<file path="src/design/dss_pkg.sv">
package dss_pkg;

  // host register port offsets
  localparam logic [3:0] DSS_REG_CTRL = 4'h0;
  localparam logic [3:0] DSS_REG_STATUS = 4'h1;
  localparam logic [3:0] DSS_REG_IRQ_STAT = 4'h2;
  localparam logic [3:0] DSS_REG_IRQ_CLR = 4'h3;
  localparam logic [3:0] DSS_REG_IRQ_EN = 4'h4;
  localparam logic [3:0] DSS_REG_RDBACK = 4'h5;
  localparam logic [3:0] DSS_REG_DL_CFG = 4'h6;

  // field positions
  localparam int DSS_CTRL_START = 0;
  localparam int DSS_CTRL_SKIP_RST = 1;
  localparam int DSS_EV_DONE = 0;
  localparam int DSS_EV_DL_FAIL = 1;
  localparam int DSS_EV_RX_FAIL = 2;
  localparam int DSS_EV_DEV_IRQ = 3;
  localparam int DSS_NEV = 4;

  // reset values
  localparam logic [15:0] DSS_DL_CFG_RST = 16'h8030;
  localparam logic [DSS_NEV-1:0] DSS_IRQ_EN_RST = 4'h0;

  // device register offsets
  localparam logic [6:0] DEV_SERIAL_PORT_CONFIG = 7'h00;
  localparam logic [6:0] DEV_CLOCK_INPUT_COMMON_MODE_A = 7'h22;
  localparam logic [6:0] DEV_CLOCK_INPUT_COMMON_MODE_B = 7'h23;
  localparam logic [6:0] DEV_DELAY_LOCK_CONFIG_A = 7'h24;
  localparam logic [6:0] DEV_DELAY_LOCK_CONFIG_B = 7'h25;
  localparam logic [6:0] DEV_DELAY_LOCK_CTRL = 7'h26;
  localparam logic [6:0] DEV_DELAY_LOCK_TUNE_A = 7'h27;
  localparam logic [6:0] DEV_DELAY_LOCK_TUNE_B = 7'h28;
  localparam logic [6:0] DEV_DELAY_LOCK_TUNE_C = 7'h29;
  localparam logic [6:0] DEV_DELAY_LOCK_STATUS = 7'h2A;
  localparam logic [6:0] DEV_RX_SKEW = 7'h13;
  localparam logic [6:0] DEV_RX_CTRL = 7'h10;
  localparam logic [6:0] DEV_RX_STATUS = 7'h21;
  localparam logic [6:0] DEV_DIVIDER_PHASE = 7'h14;

  // device write and expected values
  localparam logic [7:0] DEV_SPCFG_4W_MSB = 8'h00;
  localparam logic [7:0] DEV_SPCFG_SW_RESET = 8'h20;
  localparam logic [7:0] DEV_CM_VAL = 8'h0F;
  localparam logic [7:0] DEV_TUNE_A_VAL = 8'h44;
  localparam logic [7:0] DEV_TUNE_B_VAL = 8'h6C;
  localparam logic [7:0] DEV_TUNE_C_VAL = 8'hCB;
  localparam logic [7:0] DEV_DL_LOOP_VAL = 8'h02;
  localparam logic [7:0] DEV_DL_TRACK_VAL = 8'h03;
  localparam logic [7:0] DEV_DL_LOCKED = 8'h01;
  localparam logic [7:0] DEV_RX_SKEW_VAL = 8'h72;
  localparam logic [7:0] DEV_RX_OFF_VAL = 8'h00;
  localparam logic [7:0] DEV_RX_LOOP_VAL = 8'h02;
  localparam logic [7:0] DEV_RX_TRACK_VAL = 8'h03;
  localparam logic [7:0] DEV_RX_LOCKED = 8'h09;

  // sequence positions
  localparam logic [4:0] DSS_IDX_SW_RESET = 5'h01;
  localparam logic [4:0] DSS_IDX_CM_A = 5'h03;
  localparam logic [4:0] DSS_IDX_DL_A = 5'h05;
  localparam logic [4:0] DSS_IDX_DL_RETRY = 5'h09;
  localparam logic [4:0] DSS_IDX_RX_RETRY = 5'h0F;

  // timing counts
  localparam int DSS_DL_WAIT_PERIODS = 160000;
  localparam int DSS_RX_WAIT_PERIODS = 135000;
  localparam int DSS_MAX_TRIES = 3;
  localparam int DSS_SPI_HALF = 4;
  localparam int DSS_WAIT_W = 18;

  typedef enum logic [2:0] {OP_WR, OP_WAIT_DL, OP_CHK_DL, OP_WAIT_RX, OP_CHK_RX, OP_END} dss_op_type;

  typedef struct packed {
    dss_op_type op;
    logic [6:0] addr;
    logic [7:0] data;
  } dss_step_type;

  typedef struct packed {
    logic rd;
    logic [6:0] addr;
    logic [7:0] wdata;
  } dss_spi_req_type;

endpackage

</file>
<file path="src/design/dss_startup_host.sv">
// Function
// - After power-up the host configures the converter over its serial port by an ordered list of accesses.
// - The converter has its own power-on and pin reset, so the software reset step may be skipped.
// - Multichip synchronisation is only for several devices, with matched data clock delay values, and is not run.
// - The delay-lock controller is enabled and tracking before the data receiver controller is enabled.
// - Every wait is counted in periods of the incoming data clock, not in time.
// - Each controller lock is tried at most three times before a failure is reported.
// - Lock state is seen both through the device interrupt pin and through read-back status.
// - The first access writes serial_port_config to the serial port register, a value mirrored for either bit order.
// - Writing 0x20 to the serial port register resets the device, and serial_port_config then clears the reset bit.
// - Both clock input common-mode registers are written with 0x0F.
// - The delay-lock configuration registers get 0x30 and 0x80 by default, software may change them.
// - After delay-lock search and track the host waits 160K periods and expects 0x01 from its status.
// - After receiver search and track it waits 135K periods, expects 0x09, else advances the divider phase.
`timescale 1ns/1ps
`default_nettype none
module dss_startup_host #(
  parameter int DL_WAIT = dss_pkg::DSS_DL_WAIT_PERIODS,
  parameter int RX_WAIT = dss_pkg::DSS_RX_WAIT_PERIODS,
  parameter int MAX_TRIES = dss_pkg::DSS_MAX_TRIES,
  parameter int SPI_HALF = dss_pkg::DSS_SPI_HALF
) (
  input wire logic clk, // 40 MHz system clock
  input wire logic nrst, // async reset, low
  input wire logic ce, // clock enable
  input wire logic [3:0] reg_addr, // register address
  input wire logic [15:0] reg_wdata, // register write data
  input wire logic reg_wr, // write strobe
  input wire logic reg_rd, // read strobe
  output logic [15:0] reg_rdata, // read data, one cycle later
  output logic irq, // interrupt, high
  output logic spi_sclk, // serial clock to device
  output logic spi_cs_n, // chip select, low
  output logic spi_mosi, // serial data to device
  input wire logic spi_miso, // serial data from device
  input wire logic data_clk, // data clock of the link
  input wire logic dev_irq_n // device interrupt pin, low
);
  import dss_pkg::*;

  localparam int CW = DSS_WAIT_W;

  if (MAX_TRIES < 1 || MAX_TRIES > 3) $error("MAX_TRIES must be 1 to 3");
  if (DL_WAIT < 1 || DL_WAIT >= 2**CW || RX_WAIT < 1 || RX_WAIT >= 2**CW) $error("wait out of range");

  typedef enum {S_IDLE, S_STEP, S_XFER, S_WAIT, S_PHR, S_PHW} dss_state_type;

  dss_state_type state_q, state_d;
  logic [4:0] idx_q, idx_d;
  logic [1:0] tries_q, tries_d;
  logic go_q, go_d, tgo_q, tgo_d;
  dss_spi_req_type req_q, req_d;
  logic ok_q, ok_d, dlf_q, dlf_d, rxf_q, rxf_d;
  logic skip_q;
  logic [15:0] dl_cfg_q;
  logic [7:0] rdback_q;
  logic [DSS_NEV-1:0] stat_q, en_q, ev;
  logic dirq_s1_q, dirq_s2_q, dirq_s3_q;
  logic spi_busy, spi_done;
  logic [7:0] spi_rdata;
  logic tmr_done;
  dss_step_type cur;
  logic chk_op, chk_fail, last_try, start_cmd;
  logic [CW-1:0] wait_cnt;
  logic [DSS_NEV-1:0] clr_bits;
  logic [15:0] rd_mux;

  function automatic dss_step_type step_at(input logic [4:0] i, input logic [15:0] dl);
    case (i)
      5'd0: step_at = '{OP_WR, DEV_SERIAL_PORT_CONFIG, DEV_SPCFG_4W_MSB};
      5'd1: step_at = '{OP_WR, DEV_SERIAL_PORT_CONFIG, DEV_SPCFG_SW_RESET};
      5'd2: step_at = '{OP_WR, DEV_SERIAL_PORT_CONFIG, DEV_SPCFG_4W_MSB};
      5'd3: step_at = '{OP_WR, DEV_CLOCK_INPUT_COMMON_MODE_A, DEV_CM_VAL};
      5'd4: step_at = '{OP_WR, DEV_CLOCK_INPUT_COMMON_MODE_B, DEV_CM_VAL};
      5'd5: step_at = '{OP_WR, DEV_DELAY_LOCK_CONFIG_A, dl[7:0]};
      5'd6: step_at = '{OP_WR, DEV_DELAY_LOCK_CONFIG_B, dl[15:8]};
      5'd7: step_at = '{OP_WR, DEV_DELAY_LOCK_TUNE_A, DEV_TUNE_A_VAL};
      5'd8: step_at = '{OP_WR, DEV_DELAY_LOCK_TUNE_B, DEV_TUNE_B_VAL};
      5'd9: step_at = '{OP_WR, DEV_DELAY_LOCK_TUNE_C, DEV_TUNE_C_VAL};
      5'd10: step_at = '{OP_WR, DEV_DELAY_LOCK_CTRL, DEV_DL_LOOP_VAL};
      5'd11: step_at = '{OP_WR, DEV_DELAY_LOCK_CTRL, DEV_DL_TRACK_VAL};
      5'd12: step_at = '{OP_WAIT_DL, 7'h00, 8'h00};
      5'd13: step_at = '{OP_CHK_DL, DEV_DELAY_LOCK_STATUS, DEV_DL_LOCKED};
      5'd14: step_at = '{OP_WR, DEV_RX_SKEW, DEV_RX_SKEW_VAL};
      5'd15: step_at = '{OP_WR, DEV_RX_CTRL, DEV_RX_OFF_VAL};
      5'd16: step_at = '{OP_WR, DEV_RX_CTRL, DEV_RX_LOOP_VAL};
      5'd17: step_at = '{OP_WR, DEV_RX_CTRL, DEV_RX_TRACK_VAL};
      5'd18: step_at = '{OP_WAIT_RX, 7'h00, 8'h00};
      5'd19: step_at = '{OP_CHK_RX, DEV_RX_STATUS, DEV_RX_LOCKED};
      default: step_at = '{OP_END, 7'h00, 8'h00};
    endcase
  endfunction

  assign cur = step_at(idx_q, dl_cfg_q);
  assign chk_op = (cur.op == OP_CHK_DL) || (cur.op == OP_CHK_RX);
  assign chk_fail = chk_op && (spi_rdata != cur.data);
  assign last_try = (tries_q == 2'(MAX_TRIES - 1));
  assign start_cmd = reg_wr && (reg_addr == DSS_REG_CTRL) && reg_wdata[DSS_CTRL_START] && (state_q == S_IDLE);
  assign wait_cnt = (cur.op == OP_WAIT_DL) ? CW'(DL_WAIT) : CW'(RX_WAIT);
  assign clr_bits = (reg_wr && reg_addr == DSS_REG_IRQ_CLR) ? reg_wdata[DSS_NEV-1:0] : '0;

  always_comb
  begin
    state_d = state_q;
    idx_d = idx_q;
    tries_d = tries_q;
    go_d = 1'b0;
    tgo_d = 1'b0;
    req_d = req_q;
    ok_d = ok_q;
    dlf_d = dlf_q;
    rxf_d = rxf_q;
    case (state_q)
      S_IDLE:
        if (start_cmd)
        begin
          state_d = S_STEP;
          idx_d = 5'h00;
          tries_d = 2'h0;
          ok_d = 1'b0;
          dlf_d = 1'b0;
          rxf_d = 1'b0;
        end
      S_STEP:
        case (cur.op)
          OP_WR:
            if (idx_q == DSS_IDX_SW_RESET && skip_q)
              idx_d = idx_q + 5'h01;
            else
            begin
              go_d = 1'b1;
              req_d = '{1'b0, cur.addr, cur.data};
              state_d = S_XFER;
            end
          OP_WAIT_DL, OP_WAIT_RX:
          begin
            tgo_d = 1'b1;
            state_d = S_WAIT;
          end
          OP_CHK_DL, OP_CHK_RX:
          begin
            go_d = 1'b1;
            req_d = '{1'b1, cur.addr, 8'h00};
            state_d = S_XFER;
          end
          default:
          begin
            ok_d = 1'b1;
            state_d = S_IDLE;
          end
        endcase
      S_XFER:
        if (spi_done)
        begin
          if (chk_fail && last_try)
          begin
            dlf_d = (cur.op == OP_CHK_DL);
            rxf_d = (cur.op == OP_CHK_RX);
            state_d = S_IDLE;
          end
          else if (chk_fail && cur.op == OP_CHK_DL)
          begin
            tries_d = tries_q + 2'h1;
            idx_d = DSS_IDX_DL_RETRY;
            state_d = S_STEP;
          end
          else if (chk_fail)
          begin
            tries_d = tries_q + 2'h1;
            go_d = 1'b1;
            req_d = '{1'b1, DEV_DIVIDER_PHASE, 8'h00};
            state_d = S_PHR;
          end
          else
          begin
            if (chk_op)
              tries_d = 2'h0;
            idx_d = idx_q + 5'h01;
            state_d = S_STEP;
          end
        end
      S_WAIT:
        if (tmr_done)
        begin
          idx_d = idx_q + 5'h01;
          state_d = S_STEP;
        end
      S_PHR:
        if (spi_done)
        begin
          go_d = 1'b1;
          req_d = '{1'b0, DEV_DIVIDER_PHASE, {spi_rdata[7:6] + 2'h1, spi_rdata[5:0]}};
          state_d = S_PHW;
        end
      S_PHW:
        if (spi_done)
        begin
          idx_d = DSS_IDX_RX_RETRY;
          state_d = S_STEP;
        end
      default: state_d = S_IDLE;
    endcase
  end

  // sequence results and device interrupt seen as events
  assign ev[DSS_EV_DONE] = ok_d && !ok_q;
  assign ev[DSS_EV_DL_FAIL] = dlf_d && !dlf_q;
  assign ev[DSS_EV_RX_FAIL] = rxf_d && !rxf_q;
  assign ev[DSS_EV_DEV_IRQ] = dirq_s2_q && !dirq_s3_q;

  always_ff @(posedge clk or negedge nrst)
    if (!nrst)
    begin
      state_q <= S_IDLE;
      idx_q <= 5'h00;
      tries_q <= 2'h0;
      go_q <= 1'b0;
      tgo_q <= 1'b0;
      req_q <= '0;
      ok_q <= 1'b0;
      dlf_q <= 1'b0;
      rxf_q <= 1'b0;
    end
    else if (ce)
    begin
      state_q <= state_d;
      idx_q <= idx_d;
      tries_q <= tries_d;
      go_q <= go_d;
      tgo_q <= tgo_d;
      req_q <= req_d;
      ok_q <= ok_d;
      dlf_q <= dlf_d;
      rxf_q <= rxf_d;
    end

  // pin is active low, inverted before the synchroniser
  always_ff @(posedge clk or negedge nrst)
    if (!nrst)
    begin
      dirq_s1_q <= 1'b0;
      dirq_s2_q <= 1'b0;
      dirq_s3_q <= 1'b0;
    end
    else if (ce)
    begin
      dirq_s1_q <= !dev_irq_n;
      dirq_s2_q <= dirq_s1_q;
      dirq_s3_q <= dirq_s2_q;
    end

  assign rd_mux = (reg_addr == DSS_REG_CTRL) ? {14'h0000, skip_q, 1'b0} :
                  (reg_addr == DSS_REG_STATUS) ? {3'h0, idx_q, 1'b0, tries_q, dirq_s2_q, rxf_q, dlf_q, ok_q,
                                                  (state_q != S_IDLE)} :
                  (reg_addr == DSS_REG_IRQ_STAT) ? {12'h000, stat_q} :
                  (reg_addr == DSS_REG_IRQ_EN) ? {12'h000, en_q} :
                  (reg_addr == DSS_REG_RDBACK) ? {8'h00, rdback_q} :
                  (reg_addr == DSS_REG_DL_CFG) ? dl_cfg_q : 16'h0000;

  // set wins over clear on the sticky bits
  always_ff @(posedge clk or negedge nrst)
    if (!nrst)
    begin
      skip_q <= 1'b0;
      dl_cfg_q <= DSS_DL_CFG_RST;
      en_q <= DSS_IRQ_EN_RST;
      stat_q <= '0;
      irq <= 1'b0;
      rdback_q <= 8'h00;
      reg_rdata <= 16'h0000;
    end
    else if (ce)
    begin
      if (reg_wr && reg_addr == DSS_REG_CTRL)
        skip_q <= reg_wdata[DSS_CTRL_SKIP_RST];
      if (reg_wr && reg_addr == DSS_REG_DL_CFG)
        dl_cfg_q <= reg_wdata;
      if (reg_wr && reg_addr == DSS_REG_IRQ_EN)
        en_q <= reg_wdata[DSS_NEV-1:0];
      stat_q <= (stat_q & ~clr_bits) | ev;
      irq <= |(stat_q & en_q);
      if (spi_done && req_q.rd)
        rdback_q <= spi_rdata;
      reg_rdata <= reg_rd ? rd_mux : 16'h0000;
    end

  dss_spi_master #(.HALF(SPI_HALF)) u_spi (
    .clk(clk),
    .nrst(nrst),
    .ce(ce),
    .go(go_q),
    .req(req_q),
    .busy(spi_busy),
    .done(spi_done),
    .rdata(spi_rdata),
    .sclk(spi_sclk),
    .cs_n(spi_cs_n),
    .mosi(spi_mosi),
    .miso(spi_miso)
  );

  dss_edge_timer #(.CW(CW)) u_tmr (
    .clk(clk),
    .nrst(nrst),
    .ce(ce),
    .link_clk(data_clk),
    .go(tgo_q),
    .count(wait_cnt),
    .done(tmr_done)
  );
endmodule
`default_nettype wire

</file>
<file path="src/design/dss_spi_master.sv">
`timescale 1ns/1ps
`default_nettype none
module dss_spi_master #(
  parameter int HALF = 4
) (
  input wire logic clk, // system clock
  input wire logic nrst, // async reset, low
  input wire logic ce, // clock enable
  input wire logic go, // start one frame
  input wire dss_pkg::dss_spi_req_type req, // frame contents
  output logic busy, // frame running
  output logic done, // frame finished pulse
  output logic [7:0] rdata, // byte read back
  output logic sclk, // serial clock
  output logic cs_n, // chip select, low
  output logic mosi, // serial data out
  input wire logic miso // serial data in
);
  import dss_pkg::*;

  logic miso_s1_q, miso_s2_q;
  logic [$clog2(HALF)-1:0] div_q;
  logic [4:0] bit_q;
  logic [15:0] sh_q;
  logic tick;

  // miso is synchronised, so a bit must be stable two cycles before the rise
  if (HALF < 3) $error("HALF too small for synchronised sampling");

  assign tick = (div_q == ($clog2(HALF))'(HALF - 1));

  always_ff @(posedge clk or negedge nrst)
    if (!nrst)
    begin
      miso_s1_q <= 1'b0;
      miso_s2_q <= 1'b0;
    end
    else if (ce)
    begin
      miso_s1_q <= miso;
      miso_s2_q <= miso_s1_q;
    end

  always_ff @(posedge clk or negedge nrst)
    if (!nrst)
    begin
      div_q <= '0;
      bit_q <= 5'h00;
      sh_q <= 16'h0000;
      rdata <= 8'h00;
      sclk <= 1'b0;
      cs_n <= 1'b1;
      mosi <= 1'b0;
      busy <= 1'b0;
      done <= 1'b0;
    end
    else if (ce)
    begin
      done <= 1'b0;
      if (!busy)
      begin
        if (go)
        begin
          busy <= 1'b1;
          cs_n <= 1'b0;
          sh_q <= req;
          mosi <= req.rd;
          bit_q <= 5'h10;
          div_q <= '0;
        end
      end
      else
      begin
        div_q <= tick ? '0 : div_q + 1'b1;
        if (tick && !sclk)
        begin
          sclk <= 1'b1;
          rdata <= {rdata[6:0], miso_s2_q};
        end
        else if (tick)
        begin
          sclk <= 1'b0;
          if (bit_q == 5'h01)
          begin
            busy <= 1'b0;
            cs_n <= 1'b1;
            done <= 1'b1;
          end
          else
          begin
            bit_q <= bit_q - 5'h01;
            sh_q <= {sh_q[14:0], 1'b0};
            mosi <= sh_q[14];
          end
        end
      end
    end
endmodule
`default_nettype wire

</file>
<file path="src/design/dss_edge_timer.sv">
`timescale 1ns/1ps
`default_nettype none
module dss_edge_timer #(
  parameter int CW = 18
) (
  input wire logic clk, // system clock
  input wire logic nrst, // async reset, low
  input wire logic ce, // clock enable
  input wire logic link_clk, // data clock from the link
  input wire logic go, // start a wait
  input wire logic [CW-1:0] count, // periods to wait
  output logic done // wait over pulse
);
  import dss_pkg::*;

  logic lk_s1_q, lk_s2_q, lk_s3_q;
  logic run_q;
  logic [CW-1:0] cnt_q;
  logic lk_rise;

  assign lk_rise = lk_s2_q && !lk_s3_q;

  always_ff @(posedge clk or negedge nrst)
    if (!nrst)
    begin
      lk_s1_q <= 1'b0;
      lk_s2_q <= 1'b0;
      lk_s3_q <= 1'b0;
    end
    else if (ce)
    begin
      lk_s1_q <= link_clk;
      lk_s2_q <= lk_s1_q;
      lk_s3_q <= lk_s2_q;
    end

  always_ff @(posedge clk or negedge nrst)
    if (!nrst)
    begin
      run_q <= 1'b0;
      cnt_q <= '0;
      done <= 1'b0;
    end
    else if (ce)
    begin
      done <= 1'b0;
      if (go)
      begin
        run_q <= 1'b1;
        cnt_q <= count;
      end
      else if (run_q && lk_rise)
      begin
        cnt_q <= cnt_q - 1'b1;
        if (cnt_q == CW'(1))
        begin
          run_q <= 1'b0;
          done <= 1'b1;
        end
      end
    end
endmodule
`default_nettype wire

</file>
<file path="config.mk">
export PLATFORM = sky130hd
export DESIGN_NAME = dss_startup_host
export DESIGN_NICKNAME = d
export VERILOG_FILES = /design/src/design/dss_pkg.sv /design/src/design/dss_startup_host.sv /design/src/design/dss_spi_master.sv /design/src/design/dss_edge_timer.sv
export SDC_FILE = /design/constraint.sdc
export NUM_CORES = 1
export LEC_CHECK = 0
export ABC_AREA = 1
export BUFFER_PORTS_ARGS = -buffer_cell sky130_fd_sc_hd__buf_2
export CELL_PAD_IN_SITES_DETAIL_PLACEMENT = 2
export CELL_PAD_IN_SITES_GLOBAL_PLACEMENT = 2
export CORE_UTILIZATION = 30
export CTS_CLUSTER_SIZE = 24
export DETAILED_ROUTE_END_ITERATION = 10
export GPL_TIMING_DRIVEN = 0
export HOLD_SLACK_MARGIN = 0.02
export PLACE_DENSITY = 0.8
export SYNTH_ARGS = -nofsm -noshare
export SYNTH_HDL_FRONTEND = slang
export SYNTH_HIERARCHICAL = 1
export SYNTH_SLANG_ARGS = --single-unit
</file>
<file path="constraint.sdc">
create_clock -name clk -period 4.15 [get_ports clk]
set_input_delay 0.2075 -clock clk [delete_from_list [all_inputs] [get_ports clk]]
set_output_delay 0.2075 -clock clk [all_outputs]
set_load 0.02 [all_outputs]
</file>
==> metrics.md, run 1 <==
| Metric | Value |
|---|---|
| Vias | `8344` |
| RR Startpoint | `idx_q[1]$_DFFE_PN0P_` |
| Post-Syn Area | `8486 µm²` |
| Routability cong. | `0.8424` |
| DR vias/cell | `5.039` |
| DIE WIDTH | `170.2 µm` |
| First-pass GRT wire length | `50.63 mm` |
| Starting DRT DRC Count | `413` |
| Bufs on Longest Clock Path | `2` |
| Final Instance Area | `9971 µm²` |
| Maximum vdd drop | `0.2979 mV` |
| Final Cycle Share | `74.52%` |
| Post-synthesis cell type count | `52` |
| Initial antenna violation count | `0` |
| Crit. Startpoint | `idx_q[1]$_DFFE_PN0P_` |
| Leak pwr | `5.167 nW` |
| CTS H-tree depth | `4` |
| CTS tree | `yes` |
| CTS Buf Count | `17` |
| Setup Fix Bufs, Post-CTS | `0` |
| Critical path fanouts, max | `10` |
| Clk sinks | `143` |
| Post-cts sizing count | `0` |
| Non-filler cells, final | `1656` |
| Core Area | `27780 µm²` |
| Die area | `28960 µm²` |
| Startpoint Class | `flop` |
| Largest net degree at the start of global routing | `75` |
| HPWL after DPL | `22.25 mm` |
| Tmin final | `3.093 ns` |
| Root buffer cell | `clkbuf_16` |
| WP data required | `4.48 ns` |
| Register area | `3583 µm²` |
| DRT Wirelength | `30.95 mm` |
| Post-synthesis sequential area ratio | `42.23%` |
| I/O Buffers | `46` |
| Placed instance area | `9253 µm²` |
| YS warnings | `6` |
| Hold Vio Cnt, Final | `0` |
| Setup-violating endpoint count in the final report | `0` |
| Met1 Use GR | `27.81%` |
| Multi-input logic area | `4208 µm²` |
| Share of cells above drive strength 1 | `14.08%` |
| Dpl cells | `1613` |
| Max_cap viols | `0` |
| Gr ovfl total | `0` |
| DRC errors left | `0` |
| Min-delay src | `reg_wdata[14]` |
| GRT busiest layer | `met2` |
| Met2 Use GR | `40.88%` |
| Syn Inst Count | `1180` |
| Syn-to-layout area delta | `17.50%` |
| Ports | `48` |
| Outcome | `completed` |
| Die Y-Extent | `170.2 µm` |
| Setup tns final | `0 ns` |
| Clock Latency Late Sink | `0.44 ns` |
| Type of the tightest min-delay check | `in -> reg` |
| WP data arrival | `3.42 ns` |
| Max-slew violation count | `0` |
| Final Skew | `0.01363 ns` |
| Max-slew headroom | `45.28%` |
| Vias in the first global route | `9341` |
| GRT Total Usage | `22.68%` |
| # fillers | `3347` |
| PD cells | `512.4 nW/µm²` |
| Final nets | `1304` |
| Met3 Track Usage GR | `3.256%` |
| Hold buffers post-CTS | `11` |
| Critical path endpoint category | `flop` |
| DR pass1 iterations | `5` |
| Worst-path clk slew | `0.06 ns` |
| Row count | `61` |
| Fmax | `323.3 MHz` |
| Mean routed wirelength per cell | `18.69 µm` |
| Syn Area/Cell | `7.191 µm²` |
| Initial Utilization | `30.54%` |
| Antenna viol nets, final | `0` |
| RSZ-0062 raised after global routing | `no` |
| Synth Register Bits | `143` |
| Worst Tran Pin Value | `0.8178 ns` |
| # diodes | `0` |
| WS Path Type | `reg -> reg` |
-- cells in the mapped netlist, drive strengths merged --
library cell / instances / area [µm²]
a211oi: 2 / 15.01
a21oi: 28 / 143.9
a221oi: 6 / 52.55
a22o: 2 / 17.52
a22oi: 1 / 7.510
a31o: 1 / 8.760
a31oi: 2 / 12.51
a32o: 3 / 30.03
a41oi: 1 / 8.760
and3: 1 / 6.260
buf: 25 / 202.7
clkbuf: 13 / 48.80
clkinv: 1 / 3.750
conb: 2 / 7.510
dfrtp: 139 / 3478
dfstp: 4 / 105.1
ha: 11 / 137.6
inv: 125 / 469.2
mux2: 4 / 45.04
nand2: 446 / 1764
nand3: 81 / 452.9
nand3b: 1 / 7.510
nand4: 32 / 236.5
nor2: 135 / 575.6
nor3: 2 / 10.01
nor4: 1 / 6.260
o2111ai: 1 / 8.760
o211ai: 3 / 22.52
o21a: 1 / 7.510
o21ai: 83 / 426.7
o21bai: 1 / 7.510
o22ai: 8 / 50.05
o31ai: 7 / 52.55
or2: 2 / 12.51
xnor2: 3 / 26.28
xor2: 2 / 17.52
-- metrics by stage --
step | total power [mW] | hold WS [ns] | utilization (%) | worst slack (ns)
floorplan | 2.907 | -0.08809 | - | 1.872
global placement | 3.359 | 0.4179 | 33.18 | 0.5952
detailed placement | 3.440 | 0.2905 | 33.30 | 1.088
CTS | 5.160 | 0.02587 | 35.89 | 1.028
global route | 5.425 | 0.03730 | 35.89 | 0.7201
finish | 5.109 | 0.03151 | 35.89 | 1.057
-- path summary, 6_finish.rpt --
path	endpoint	slack, ns	depth (start not counted)
worst max-delay path	idx_q[3]$_DFFE_PN0P_	1.06	17
worst min-delay path	dl_cfg_q[14]$_DFFE_PN0P_	0.03	3
worst max register to register	idx_q[3]$_DFFE_PN0P_	1.06	17
worst min register to register	stat_q[3]$_DFFE_PN0P_	0.47	1
max in group asynchronous	u_spi/cs_n$_DFFE_PN1P_	2.94	3
min in group asynchronous	dl_cfg_q[3]$_DFFE_PN0P_	0.38	2
-- layer usage --
metal  wire length, µm  up-vias
met3               719       36
met1             13750     4270
li1                  -     3949
met2             15940       89
met5                 0        -
met4               540        0
-- cells by family after synthesis --
group | Yosys count | synth area share, %
buffers and inverters | 164 | 8.537
and+or+nand+nor | 701 | 36.20
other | 2 | 0.08850
DFF | 143 | 42.23
muxes | 4 | 0.5308
AOI/OAI and AO/OA | 150 | 10.28
adders and majority gates | 11 | 1.622
xor gates and xnor gates | 5 | 0.5162
-- placed cells by master, fill, tap and decap left out, drive strengths merged, types with 8 or more instances in the layout --
| cell | Yosys | final |
|---|---|---|
| a21oi | 28 | 28 |
| ha | 11 | 11 |
| inv | 125 | 126 |
| nand4 | 32 | 32 |
| buf | 25 | 72 |
| o21ai | 83 | 83 |
| nand3 | 81 | 81 |
| dlygate4sd3 | 0 | 11 |
| nand2 | 446 | 446 |
| o22ai | 8 | 8 |
| dfrtp | 139 | 139 |
| clkbuf | 13 | 33 |
| conb | 2 | 10 |
| nor2 | 135 | 135 |
-- area by class of cell --
cell class              count  share of cell area, %
plain buffers              38                  2.522
flip-flops and latches    143                  35.94
well taps                 378                  4.743
inverters                 126                  4.743
repair buffers             58                  3.752
clock buffers              20                  4.480
multi-input cells         881                  42.20
clock inverters            12                  1.619
-- sequential cells by signal, indices dropped and copies added, names as in the netlist, 2 cells and up --
register / cells
u_tmr/cnt_q: 18
req_q: 15
u_spi/rdata: 8
u_spi/div_q: 2
tries_q: 2
en_q: 4
stat_q: 4
dl_cfg_q: 16
u_spi/bit_q: 5
u_spi/sh_q: 15
rdback_q: 8
idx_q: 5
reg_rdata: 16
state_q: 3
-- critical path, stage by stage (launching register included) --
cell and delay, ns:
dfrtp_1 0.44, inv_1 0.12, ha_1 0.23, inv_1 0.07, nor2_2 0.30, nand2_1 0.24, nor2_1 0.17, nor2_1 0.08
nand2_1 0.11, nand2_1 0.08, nand2_1 0.08, nand2_1 0.06, nor2_1 0.15, nand2_2 0.17, nand4_4 0.20, nand3_1 0.27
nand2_1 0.15, nand2_1 0.07
-- report_power, final --
group,switching [mW],internal [mW],leakage (nW)
sequential,0.223,1.63,1.82
combinational,1.12,0.506,3.06
clock,0.670,0.966,0.287
Power figures use the tool's default switching activity.
==> run 2: changes to the inputs <==
Settings changed: ABC_AREA 1 to 0, PLACE_DENSITY 0.8 to 0.74.
Clock period 4.15 ns to 3.1 ns, I/O delays scaled along.
==> run 2 against run 1 <==
Against the previous run:
- clock skew increased by 0.0036 ns
- hold slack improved by 0.061 ns
- global-route usage decreased by 1.7 points
- power increased by 82%
- area after synthesis decreased by 3.4%
- critical endpoint unchanged
==> metrics.md, run 2 <==
| Metric | Value |
|---|---|
| Outcome | `completed` |
| Sw Ratio | `43.04%` |
| HPWL after DPL | `19.83 mm` |
| Post-synth top flop | `dfrtp_1` |
| Vias in the first global route | `8062` |
| Final Skew | `0.01725 ns` |
| Syn-to-layout area delta | `24.03%` |
| Initial antenna violation count | `0` |
| Async SR Flop Fraction | `100.0%` |
| Register-to-register setup slack | `0.08 ns` |
| Max FFs per register | `18` |
| Type of the tightest min-delay check | `in -> reg` |
| Core Area | `26880 µm²` |
| Pwr Total | `9.293 mW` |
| Worst r2r dst | `idx_q[3]$_DFFE_PN0P_` |
| # diodes | `0` |
| Antenna viol nets, final | `0` |
| Final Cycle Share | `97.54%` |
| Hold Crit Endpoint | `skip_q$_DFFE_PN0P_` |
| Vias | `7542` |
| DRC errors left | `0` |
| Final core occ | `37.83%` |
| Routability cong. | `0.8646` |
| NetSw | `3.999 mW` |
| Combinational Power Share | `47.0%` |
| Largest area contributor in the netlist | `dfrtp_1` |
| Hold Vio Cnt, Final | `0` |
| Root buffer cell | `clkbuf_16` |
| Startpoint Class | `flop` |
| Row count | `60` |
| First-pass GRT wire length | `46.30 mm` |
| WP data required | `3.47 ns` |
| Final nets | `1005` |
| DR pass1 iterations | `5` |
| Starting DRT DRC Count | `383` |
| Most common cell after layout, fill and taps aside | `dfrtp_1` |
| Post-synthesis cell type count | `80` |
| Leak pwr | `4.294 nW` |
| YS warnings | `6` |
| DR vias/cell | `5.714` |
| Count leader, synth | `dfrtp_1` |
| Ports | `48` |
| Largest net degree at the start of global routing | `75` |
| Synth top area cells | `dfrtp_1 (42%), mux2_2 (6.5%), nor3_1 (3.1%), o21ai_0 (2.9%), nor2_1 (2.5%)` |
| Synth Register Bits | `143` |
| Clock Latency Late Sink | `0.44 ns` |
| WP data arrival | `3.39 ns` |
| Initial Utilization | `30.50%` |
| Min-delay src | `reg_wr` |
| Share of cells above drive strength 1 | `23.60%` |
| R2R cell count | `11` |
| Max_cap viols | `0` |
| Critical path endpoint category | `flop` |
| Max-slew violation count | `0` |
| Clk network pwr share | `22.3%` |
| EDFF count, synth | `0` |
| DIE WIDTH | `167.3 µm` |
| Die Y-Extent | `167.3 µm` |
| Internal power | `5.294 mW` |
| DRT Wirelength | `29.16 mm` |
| Syn Area/Cell | `9.666 µm²` |
| Worst-path clk slew | `0.08 ns` |
| GRT Total Usage | `20.96%` |
| Post-synth top cells | `dfrtp_1 (139), nor2_1 (55), nor3_1 (51)` |
| CTS Buf Count | `17` |
| Max-slew headroom | `18.29%` |
| Post-synth top area share | `42.44%` |
| Gr ovfl total | `0` |
| Syn Inst Count | `848` |
| Tmin final | `3.024 ns` |
| Critical path fanouts, max | `10` |
| Worst Tran Pin Value | `1.216 ns` |
| CTS tree | `yes` |
| Fmax | `330.7 MHz` |
| Bufs on Longest Clock Path | `2` |
| Die area | `27990 µm²` |
| Clk sinks | `143` |
| Commonest cells after routing, fill and taps aside | `dfrtp_1 (135), nor2_1 (55), buf_2 (53), nor3_1 (50), nand2_1 (49)` |
| CTS H-tree depth | `4` |
| Maximum vdd drop | `0.2890 mV` |
| Post-Syn Area | `8197 µm²` |
| I/O Buffers | `46` |
| Setup-violating endpoint count in the final report | `0` |
| Mean routed wirelength per cell | `22.09 µm` |
| Top reg by flops | `u_tmr/cnt_q` |
| Top flop regs | `u_tmr/cnt_q x18, dl_cfg_q x16, reg_rdata x16` |
| PD cells | `914.1 nW/µm²` |
| Hold Crit Depth | `3` |
| Post-synthesis sequential area ratio | `43.72%` |
| RR Startpoint | `idx_q[4]$_DFFE_PN0P_` |
| WS Path Type | `reg -> reg` |
| Seq pwr share | `30.7%` |
## run 2: changes by cell type in the layout (fill, tap and decap cells not counted), moves of 16 or more
cell | before | now
nand2_1 | 420 | 49
inv_1 | 114 | 32
nor2_1 | 117 | 55
nand3_1 | 76 | 22
nor3_1 | 2 | 50
mux2_2 | 4 | 45
o21ai_0 | 77 | 46
nor4_1 | 1 | 26
nand4_1 | 29 | 6
nand2_2 | 21 | 1
a22oi_1 | 1 | 19
o2bb2ai_1 | 0 | 17
clkbuf_1 | 15 | 31
## run 2: what timing repair did
action	CTS	global route
buffers inserted	6	18
pin swaps	7	10
hold buffers	21	0
hold endpoints to repair	93	0
cloned	0	1
endpoints found under the setup margin	30	31
gates resized for setup	31	50
## run 2: cell families after synthesis
logic type | synth area share (%)
muxes | 7.220
xor gates and xnor gates | 0.8549
AOI/OAI and AO/OA | 21.98
and+or+nand+nor | 19.39
adders and majority gates | 1.679
buffers and inverters | 5.068
DFF | 43.72
other | 0.09162
## run 2: per-layer routing
| metal | wire (µm) | up-vias | GRT usage [%] |
|---|---|---|---|
| li1 | - | 3431 | - |
| met1 | 13800 | 3918 | 28.84 |
| met2 | 13920 | 158 | 34.15 |
| met3 | 865 | 35 | 3.120 |
| met4 | 572 | 0 | 5.903 |
| met5 | 0 | - | 0 |
## run 2: layout make-up
type | instances | area [µm²]
Fill cell | 2935 | 16710
Multi-Input combinational cell | 617 | 4405
Sequential cell | 143 | 3588
Timing Repair Buffer | 93 | 696.9
Tap cell | 341 | 426.7
Clock buffer | 17 | 425.4
Buffer | 60 | 342.8
Clock inverter | 15 | 150.1
Inverter | 34 | 130.1
## run 2: worst max-delay path, cell delays in order (launching register included)
cell and delay (ns):
dfrtp_2 0.46, buf_4 0.21, nor2b_1 0.18, a22o_1 0.25, a2111o_1 0.49, xor2_2 0.22
nor3_4 0.07, buf_12 0.14, buf_4 0.13, a211o_1 0.34, a311oi_2 0.30, o22a_1 0.16
## run 2: worst max-delay path by stage
stage / start / end
2_1_floorplan: idx_q[2]$_DFFE_PN0P_ / req_q[5]$_DFFE_PN0P_
3_3_place_gp: idx_q[2]$_DFFE_PN0P_ / go_q$_DFFE_PN0P_
3_5_place_dp: idx_q[2]$_DFFE_PN0P_ / go_q$_DFFE_PN0P_
4_1_cts: idx_q[3]$_DFFE_PN0P_ / req_q[11]$_DFFE_PN0P_
5_1_grt: idx_q[0]$_DFFE_PN0P_ / idx_q[3]$_DFFE_PN0P_
6_report: idx_q[4]$_DFFE_PN0P_ / idx_q[3]$_DFFE_PN0P_
## run 2: stage by stage
step / hold WS, ns / instances / area (µm²) / worst slack, ns / TNS (ns)
after floorplan: -0.1406 / 856 / 8227 / 0.002358 / 0
after global placement: 0.3366 / 1243 / 8884 / -0.6744 / -69.80
after detailed placement: 0.2459 / 1244 / 8917 / -0.7033 / -15.85
after CTS: 0.07635 / 1303 / 9873 / 0.002383 / 0
after global routing: 0.09481 / 1320 / 10170 / -0.02380 / -0.1330
final: 0.09276 / 1320 / 10170 / 0.07616 / 0
## run 2: power by group through the flow
stage | logic, mW | registers (mW) | clock network (mW)
after global routing | 4.70 | 2.92 | 2.20
final | 4.37 | 2.86 | 2.07
after floorplan | 2.51 | 2.70 | 0
after CTS | 3.82 | 2.83 | 2.11
after global placement | 3.36 | 2.83 | 0
after detailed placement | 3.47 | 2.86 | 0
